<file path="src/logic/fpxu_pkg.sv">
// constants and carrier types of the floating exception and operand unit
// assumes one 40 MHz clock and an asynchronous active-low reset from the processor
package fpxu_pkg;

    // instruction layout
    localparam logic [3:0] FPXU_MAJOR_OPCODE   = 4'hf;
    localparam int         FPXU_OPC_HI         = 15;
    localparam int         FPXU_OPC_LO         = 12;
    localparam int         FPXU_SUBOP_HI       = 11;
    localparam int         FPXU_SUBOP_LO       = 8;
    localparam int         FPXU_ACC_HI         = 7;
    localparam int         FPXU_ACC_LO         = 6;
    localparam int         FPXU_MODE_HI        = 5;
    localparam int         FPXU_MODE_LO        = 3;
    localparam int         FPXU_REG_HI         = 2;
    localparam int         FPXU_REG_LO         = 0;

    // addressing modes
    localparam logic [2:0] FPXU_MODE_ACC       = 3'h0;
    localparam logic [2:0] FPXU_MODE_AUTOINC   = 3'h2;
    localparam logic [2:0] FPXU_MODE_AUTOINCD  = 3'h3;
    localparam logic [2:0] FPXU_MODE_AUTODEC   = 3'h4;
    localparam logic [2:0] FPXU_MODE_AUTODECD  = 3'h5;
    localparam logic [2:0] FPXU_ACC_LAST_OK    = 3'h5;

    // address steps: 4 single, 10 octal double
    localparam logic [3:0] FPXU_STEP_SINGLE    = 4'h4;
    localparam logic [3:0] FPXU_STEP_DOUBLE    = 4'h8;

    // shared trap vector, 244 octal
    localparam logic [7:0] FPXU_TRAP_VECTOR    = 8'ha4;

    // exception cause codes
    localparam logic [3:0] FPXU_CODE_NONE      = 4'h0;
    localparam logic [3:0] FPXU_CODE_OPCODE    = 4'h2;
    localparam logic [3:0] FPXU_CODE_DIVZERO   = 4'h4;
    localparam logic [3:0] FPXU_CODE_CONVERT   = 4'h6;
    localparam logic [3:0] FPXU_CODE_OVERFLOW  = 4'h8;
    localparam logic [3:0] FPXU_CODE_UNDERFLOW = 4'ha;
    localparam logic [3:0] FPXU_CODE_UNDEFVAR  = 4'hc;

    // number format
    localparam int         FPXU_EXP_W          = 8;
    localparam int         FPXU_WEXP_W         = 10;
    localparam int         FPXU_FRAC_W         = 56;
    localparam int         FPXU_SFRAC_W        = 24;
    localparam int         FPXU_GUARD_W        = 2;
    localparam int         FPXU_XFRAC_W        = FPXU_FRAC_W + FPXU_GUARD_W;
    localparam logic [FPXU_WEXP_W-1:0] FPXU_EXP_MAX = 10'h0ff;
    localparam logic [FPXU_WEXP_W-1:0] FPXU_EXP_ONE = 10'h001;

    typedef struct packed {
        logic globalIrqDisable;
        logic undefVarIrqEnable;
        logic underflowIrqEnable;
        logic overflowIrqEnable;
        logic convIrqEnable;
        logic doublePrecisionSel;
        logic longIntegerSel;
        logic chopSel;
    } fpxu_ctrl_s;

    typedef struct packed {
        logic        valid;
        logic [15:0] word;
        logic [15:0] addr;
    } fpxu_instr_s;

    typedef struct packed {
        logic                          isDivide;
        logic                          convFail;
        logic                          srcSign;
        logic [FPXU_EXP_W-1:0]         srcExp;
        logic                          dstSign;
        logic [FPXU_EXP_W-1:0]         dstExp;
        logic                          resSign;
        logic [FPXU_WEXP_W-1:0]        resExp;
        logic [FPXU_XFRAC_W-1:0]       resFrac;
    } fpxu_arith_s;

    typedef struct packed {
        logic       isFloat;
        logic [2:0] mode;
        logic [2:0] gpr;
        logic [2:0] accSelect;
        logic       operandIsAcc;
        logic [3:0] stepSize;
        logic       stepUp;
        logic       stepDown;
        logic       intWidth32;
    } fpxu_addr_s;

    typedef struct packed {
        logic                    valid;
        logic                    sign;
        logic [FPXU_EXP_W-1:0]   exp;
        logic [FPXU_FRAC_W-1:0]  frac;
        logic                    zero;
        logic                    overflowFlag;
        logic                    underflowFlag;
    } fpxu_result_s;

    typedef struct packed {
        logic [3:0]   causeCode;
        logic [15:0]  instrAddr;
        logic         errorFlag;
        logic         irqReq;
        logic [7:0]   trapVector;
        fpxu_addr_s   addr;
        fpxu_result_s result;
        logic [15:0]  memWordAddr;
    } fpxu_state_s;

endpackage

</file>
<file path="src/logic/fpxu_exception_unit.sv">
// exception capture, operand addressing and result rounding of the floating unit
// assumes the processor presents one instruction with its operand and result data per cycle
`timescale 1ns/1ps
`default_nettype none

module fpxu_exception_unit
    import fpxu_pkg::*;
(
    // clock and reset
    input  wire logic                       ref_clk,
    input  wire logic                       resetn,
    // status word controls
    input  wire fpxu_pkg::fpxu_ctrl_s       ctrl,
    // instruction under execution
    input  wire fpxu_pkg::fpxu_instr_s      instr,
    input  wire logic                       accFieldUsed,
    // operands and raw result
    input  wire fpxu_pkg::fpxu_arith_s      arith,
    // memory word placement
    input  wire logic [15:0]                memBase,
    input  wire logic [1:0]                 memWordIdx,
    // exception registers, read only
    output logic [3:0]                      exception_cause_code,
    output logic [15:0]                     exception_instr_addr,
    output logic                            error_flag,
    // trap request
    output logic                            irqReq,
    output logic [7:0]                      trapVector,
    // decoded addressing
    output fpxu_pkg::fpxu_addr_s            addrInfo,
    output logic [15:0]                     memWordAddr,
    // final result
    output fpxu_pkg::fpxu_result_s          result
);
    import fpxu_pkg::*;

    fpxu_state_s state_reg;
    fpxu_state_s state_next;

    // decode fields
    logic [3:0]  majorOpcode;
    logic [3:0]  float_subopcode;
    logic [1:0]  accumulator_select;
    logic [2:0]  specMode;
    logic [2:0]  specReg;
    logic        isFloat;
    logic        badAcc;

    // exception detection
    logic        undefVar;
    logic        divZero;
    logic        expOverflow;
    logic        expUnderflow;
    logic        capture;
    logic [3:0]  code;

    // rounding path
    logic [FPXU_XFRAC_W-1:0] lsbMask;
    logic [FPXU_XFRAC_W-1:0] keepMask;
    logic [FPXU_XFRAC_W-1:0] chopped;
    logic                    roundBit;
    logic [FPXU_XFRAC_W:0]   rounded;
    logic [FPXU_XFRAC_W-1:0] normFrac;
    logic [FPXU_WEXP_W-1:0]  normExp;
    logic                    operandZero;

    always_comb
    begin
        state_next = state_reg;

        majorOpcode        = instr.word[FPXU_OPC_HI:FPXU_OPC_LO];
        float_subopcode    = instr.word[FPXU_SUBOP_HI:FPXU_SUBOP_LO];
        accumulator_select = instr.word[FPXU_ACC_HI:FPXU_ACC_LO];
        specMode           = instr.word[FPXU_MODE_HI:FPXU_MODE_LO];
        specReg            = instr.word[FPXU_REG_HI:FPXU_REG_LO];
        isFloat            = instr.valid && (majorOpcode == FPXU_MAJOR_OPCODE);

        // accumulators 6 and 7 are illegal through mode 0
        badAcc = isFloat && (specMode == FPXU_MODE_ACC)
                 && (specReg > FPXU_ACC_LAST_OK);

        // minus zero operand while undefined-variable trap is on
        undefVar = isFloat && ctrl.undefVarIrqEnable
                   && ((arith.srcSign && (arith.srcExp == '0))
                       || (arith.dstSign && (arith.dstExp == '0)));

        // divisor is the source operand; a zero dividend is not an error
        divZero = isFloat && arith.isDivide && (arith.srcExp == '0);
        operandZero = (arith.srcExp == '0) || (arith.dstExp == '0);

        // two guard bits below the double lsb; the single lsb sits at bit 34
        lsbMask = ctrl.doublePrecisionSel
                  ? FPXU_XFRAC_W'(1) << FPXU_GUARD_W
                  : FPXU_XFRAC_W'(1) << (FPXU_XFRAC_W - FPXU_SFRAC_W);
        keepMask = ~(lsbMask - FPXU_XFRAC_W'(1));
        chopped  = arith.resFrac & keepMask;
        roundBit = |(arith.resFrac & (lsbMask >> 1));
        if (!ctrl.chopSel && roundBit)
        begin
            rounded = {1'b0, chopped} + {1'b0, lsbMask};
        end
        else
        begin
            rounded = {1'b0, chopped};
        end

        // renormalize on carry out of the rounding add
        if (rounded[FPXU_XFRAC_W])
        begin
            normFrac = rounded[FPXU_XFRAC_W:1] & keepMask;
            normExp  = arith.resExp + FPXU_EXP_ONE;
        end
        else
        begin
            normFrac = rounded[FPXU_XFRAC_W-1:0];
            normExp  = arith.resExp;
        end

        // exponent must fit eight bits
        expOverflow  = isFloat && !operandZero && ($signed(normExp) > $signed(FPXU_EXP_MAX));
        expUnderflow = isFloat && !operandZero && ($signed(normExp) < $signed(FPXU_EXP_ONE));

        // one cause per instruction, most severe first
        code    = FPXU_CODE_NONE;
        capture = 1'b0;
        if (badAcc)
        begin
            code    = FPXU_CODE_OPCODE;
            capture = 1'b1;
        end
        else if (undefVar)
        begin
            code    = FPXU_CODE_UNDEFVAR;
            capture = 1'b1;
        end
        else if (divZero)
        begin
            code    = FPXU_CODE_DIVZERO;
            capture = 1'b1;
        end
        else if (isFloat && arith.convFail)
        begin
            code    = FPXU_CODE_CONVERT;
            capture = ctrl.convIrqEnable;
        end
        else if (expOverflow)
        begin
            code    = FPXU_CODE_OVERFLOW;
            capture = ctrl.overflowIrqEnable;
        end
        else if (expUnderflow)
        begin
            code    = FPXU_CODE_UNDERFLOW;
            capture = ctrl.underflowIrqEnable;
        end

        // registers change only here, both at once; no write path exists
        if (capture)
        begin
            state_next.causeCode = code;
            state_next.instrAddr = instr.addr;
        end
        state_next.errorFlag  = capture;
        state_next.irqReq     = capture && !ctrl.globalIrqDisable;
        state_next.trapVector = FPXU_TRAP_VECTOR;

        // operand addressing
        state_next.addr.isFloat      = isFloat;
        state_next.addr.mode         = specMode;
        state_next.addr.gpr          = specReg;
        state_next.addr.operandIsAcc = (specMode == FPXU_MODE_ACC);
        if (accFieldUsed)
        begin
            state_next.addr.accSelect = {1'b0, accumulator_select};
        end
        else
        begin
            state_next.addr.accSelect = specReg;
        end
        state_next.addr.stepSize = ctrl.doublePrecisionSel
                                   ? FPXU_STEP_DOUBLE : FPXU_STEP_SINGLE;
        state_next.addr.stepUp   = (specMode == FPXU_MODE_AUTOINC)
                                   || (specMode == FPXU_MODE_AUTOINCD);
        state_next.addr.stepDown = (specMode == FPXU_MODE_AUTODEC)
                                   || (specMode == FPXU_MODE_AUTODECD);
        state_next.addr.intWidth32 = ctrl.longIntegerSel;

        // word 0 is the most significant and lies lowest
        state_next.memWordAddr = memBase + {13'h0000, memWordIdx, 1'b0};

        // result shaping
        state_next.result.valid         = isFloat;
        state_next.result.sign          = arith.resSign;
        state_next.result.overflowFlag  = expOverflow;
        state_next.result.underflowFlag = expUnderflow;
        state_next.result.frac          = normFrac[FPXU_XFRAC_W-1:FPXU_GUARD_W];
        state_next.result.exp           = normExp[FPXU_EXP_W-1:0];
        state_next.result.zero          = 1'b0;
        if (operandZero && !arith.isDivide && !badAcc && !undefVar)
        begin
            state_next.result.zero = 1'b1;
        end
        else if (arith.isDivide && (arith.dstExp == '0) && !divZero)
        begin
            state_next.result.zero = 1'b1;
        end
        else if (expUnderflow && !ctrl.underflowIrqEnable)
        begin
            state_next.result.zero = 1'b1;
        end
        else if (expOverflow && !ctrl.overflowIrqEnable)
        begin
            state_next.result.zero = 1'b1;
        end
        if (state_next.result.zero)
        begin
            state_next.result.sign = 1'b0;
            state_next.result.exp  = '0;
            state_next.result.frac = '0;
        end
    end

    always_ff @(posedge ref_clk or negedge resetn)
    begin
        if (!resetn)
        begin
            state_reg <= '0;
        end
        else
        begin
            state_reg <= state_next;
        end
    end

    assign exception_cause_code = state_reg.causeCode;
    assign exception_instr_addr = state_reg.instrAddr;
    assign error_flag           = state_reg.errorFlag;
    assign irqReq               = state_reg.irqReq;
    assign trapVector           = state_reg.trapVector;
    assign addrInfo             = state_reg.addr;
    assign memWordAddr          = state_reg.memWordAddr;
    assign result               = state_reg.result;

endmodule

`default_nettype wire

</file>
<file path="config.mk">
export PLATFORM = sky130hd
export DESIGN_NAME = fpxu_exception_unit
export DESIGN_NICKNAME = d
export VERILOG_FILES = /design/src/logic/fpxu_pkg.sv /design/src/logic/fpxu_exception_unit.sv
export SDC_FILE = /design/constraint.sdc
export NUM_CORES = 1
export LEC_CHECK = 0
export ABC_AREA = 1
export BUFFER_PORTS_ARGS = -buffer_cell sky130_fd_sc_hd__buf_4
export CORE_MARGIN = 2
export CORE_UTILIZATION = 45
export CTS_CLUSTER_SIZE = 28
export DETAILED_ROUTE_END_ITERATION = 6
export GPL_TIMING_DRIVEN = 0
export PLACE_DENSITY = 0.86
export SYNTH_ARGS = -nofsm -noshare
export SYNTH_HDL_FRONTEND = slang
export SYNTH_SLANG_ARGS = --single-unit
export TNS_END_PERCENT = 5
</file>
<file path="constraint.sdc">
create_clock -name ref_clk -period 0.8 [get_ports ref_clk]
set_input_delay 0.08 -clock ref_clk [delete_from_list [all_inputs] [get_ports ref_clk]]
set_output_delay 0.08 -clock ref_clk [all_outputs]
set_load 0.05 [all_outputs]
</file>
==> results.py <==
metrics = {
    "outcome": {
        "outcome": "complete, but fails checks",
        "violations": "hold timing, setup timing",
    },
    "setup_path": {
        "cp-start-kind": "input pin",
        "critPathMaxFanout": 8,
        "worst-endpoint-arrival_ps": 2840,
        "r2r_slack_ps": -40,
        "slowest_stage": "ha_4",
        "critical_path_required_ps": 1090,
        "cp_slowest_stage_delay_ps": 150,
        "worst_path_most_repeated_cell": "nand2_2",
        "critical_path_class": "input pin to register",
        "end_kind": "register",
    },
    "layout": {
        "finalInstanceArea_sq_um": 12200,
        "instances_no_fill": 1512,
        "layout_commonest_cell": "buf_4",
        "syn2layout_area_growth_pct": 68.2,
        "final_cell_mix": "198 x buf_4, 162 x nand2_1, 134 x buf_6",
        "nNetsFinal": 1438,
        "layout-drive-gt1-share": 0.438,
    },
    "timing": {
        "finalMaxSlewViolations": 0,
        "period_share": 3.19,
        "tightest_slew_ps": 621,
        "fin_hold_ws_ps": -422,
        "setup_violations": 227,
        "worst_slack_ps": -1750,
        "period_minus_slack_ps": 2550,
        "finalHoldViolCount": 42,
        "slew_headroom": 0.582,
        "setup_tns_ps": -175590,
        "rsz0062_at_grt": "true",
        "clock_skew_ps": 0,
        "fmax_mhz": 392,
    },
    "die": {
        "dieHeight_microns": 131,
        "core_sq_um": 15800,
        "ios": 284,
        "die_w_microns": 131,
        "die_area_sq_um": 17200,
        "start_util": 0.459,
        "num_rows": 46,
    },
    "routing": {
        "met1_length_microns": 11000,
        "antenna_left": 0,
        "drc": 0,
        "wirelength_microns": 31100,
        "route.met3.wl_microns": 2960,
        "dr_wl_met2_microns": 15300,
        "dr.max_layer_used": "met5",
        "first_pass_iters": 5,
        "num_vias": 7988,
        "viasPerCell": 5.28,
        "wl_per_cell_microns": 20.6,
        "drt_iter0_drc": 519,
    },
    "synthesis": {
        "muxShareOfSynthArea": 0.00310,
        "syn_area_sq_um": 7260,
        "ys_seq_elements": 122,
        "seq_area_frac_synth": 0.420,
        "synth_compound_gate_area_share": 0.0536,
        "synth_xor_area_frac": 0.0772,
        "netlist_instances": 887,
        "synth_top_family_by_area": "simple AND/OR/NAND/NOR gates",
        "synth_cell_types": 41,
        "synth-simple-area-share": 0.340,
        "syn_avg_cell_area_sq_um": 8.19,
        "synth_adder_area_share": 0.0114,
        "yosysWarningCount": 0,
    },
    "flow_run": {
        "maxCapViolCount": 0,
    },
    "power": {
        "power.leakage_uw": 0.00588,
        "p_seq_frac": 0.333,
        "vdd_drop_max_mv": 1.58,
        "switching_share": 0.362,
        "power_frac_comb": 0.318,
        "p_sw_uw": 7820,
        "p_int_uw": 13800,
        "clockPowerShare": 0.348,
        "power_density_nw_per_um2": 1770,
    },
    "clock_network": {
        "insertion_delay_ps": 410,
        "root_buffer": "clkbuf_16",
        "h-tree-depth": 4,
        "ctsLongestPathBuffers": 2,
        "cts_tree": "yes",
        "clk_pin_slew_ps": 70,
        "cts_sinks": 122,
        "cts_buffers": 17,
    },
    "place": {
        "placed_cells": 1381,
        "dp_hpwl_microns": 18600,
        "placed_area_sq_um": 9700,
        "routabilityCongestion": 0.969,
        "portBuffers": 270,
    },
    "global_routing": {
        "grt_pass1_vias": 7810,
        "grt_pass1_wl_microns": 41700,
        "grt_usage": 0.324,
        "grt_max_degree": 85,
        "overflow": 0,
        "antenna_found_initial": 2,
    },
    "hold_path": {
        "min_path_type": "input pin to asynchronous set/reset pin",
    },
}
==> path summary, 6_finish.rpt <==
kind	cells past startpoint	from	to
worst max-delay path	29	ctrl[2]	exception_instr_addr[14]
worst min-delay path	1	resetn	result[42]
worst max register to register	2	exception_instr_addr[14]	exception_instr_addr[14]
worst min register to register	2	exception_instr_addr[8]	exception_instr_addr[8]
max in group asynchronous	2	resetn	exception_instr_addr[11]
min in group ref_clk	4	arith[45]	result[46]
==> cell families (layout without fill, tap and decap cells) <==
logic type	count (synthesis)	in the layout
and+or+nand+nor	501	501
buffers and inverters	136	536
DFF	122	122
xor gates and xnor gates	64	64
AOI/OAI and AO/OA	54	54
adders and majority gates	6	6
other	2	11
muxes	2	2
==> cells in the mapped netlist (all sizes together) <==
| library cell | count | area (sq um) |
|---|---|---|
| nand2 | 224 | 883 |
| nor2 | 165 | 960 |
| dfrtp | 122 | 3050 |
| inv | 101 | 379 |
| nand3 | 47 | 240 |
| xor2 | 43 | 377 |
| a22oi | 30 | 225 |
| buf | 27 | 265 |
| nor3 | 25 | 135 |
| xnor2 | 21 | 184 |
| nand4 | 16 | 100 |
| o21ai | 15 | 78.8 |
| nor4 | 12 | 75.1 |
| clkbuf | 8 | 30.0 |
| ha | 5 | 62.6 |
| or2 | 5 | 31.3 |
| and3 | 4 | 25.0 |
| a21oi | 2 | 10.0 |
| a32o | 2 | 20.0 |
| conb | 2 | 7.51 |
| mux2 | 2 | 22.5 |
| nand3b | 2 | 15.0 |
| a31oi | 1 | 6.26 |
| a32oi | 1 | 8.76 |
| fa | 1 | 20.0 |
| nor3b | 1 | 7.51 |
| o2111a | 1 | 11.3 |
| o211ai | 1 | 21.3 |
| o21bai | 1 | 7.51 |
==> worst max-delay path, delay by kind of cell <==
kind,cells,cell delay (ps)
AND/OR/NAND/NOR,20,1840
adder cells (fa/ha/maj),1,150
buffers and inverters,8,770
==> metal layers <==
layer / GRT usage / vias up
met5: 0 / -
met4: 0.175 / 2
met3: 0.0863 / 157
met2: 0.549 / 502
met1: 0.374 / 3746
li1: - / 3581
==> per-stage QoR <==
step	utilization	hold WS, ps	worst slack [ps]	power (uW)
2_1_floorplan	-	-216	-1650	10400
3_3_place_gp	0.611	191	-2290	12400
3_5_place_dp	0.613	19.5	-2320	12600
4_1_cts	0.747	-421	-1630	20800
5_1_grt	0.771	-396	-1900	22300
6_report	0.772	-422	-1750	21600
==> flip-flops by register name, summed over array words and instances (netlist names) <==
name	cells
trapVector	1
exception_instr_addr	16
result	69
exception_cause_code	3
irqReq	1
memWordAddr	16
error_flag	1
addrInfo	15
==> area by class of cell <==
cell class                      count  area (sq um)
Multi-Input combinational cell    636          4070
Buffer                             33           339
Clock inverter                     12           116
Timing Repair Buffer              370          3500
Sequential cell                   122          3060
Tap cell                          216           270
Antenna cell                        2          5.00
Clock buffer                       20           457
Inverter                          101           404
Fill cell                         983          3610
==> power groups by stage <==
stage / logic (uW) / registers (uW) / clock network [uW]
6_report: 6880 / 7210 / 7530
5_1_grt: 7170 / 7250 / 7860
4_1_cts: 6370 / 7030 / 7450
3_5_place_dp: 5540 / 7030 / 0
3_3_place_gp: 5440 / 7000 / 0
2_1_floorplan: 1470 / 8920 / 0
==> what timing repair did <==
item,in CTS,in global routing
pin swaps,37,34
gates cloned,3,1
hold buffers,43,1
gates resized for setup,185,102
endpoints found under the hold margin,84,39
buffers inserted,45,7
endpoints found under the setup margin,224,224
Power figures use the tool's default switching activity.
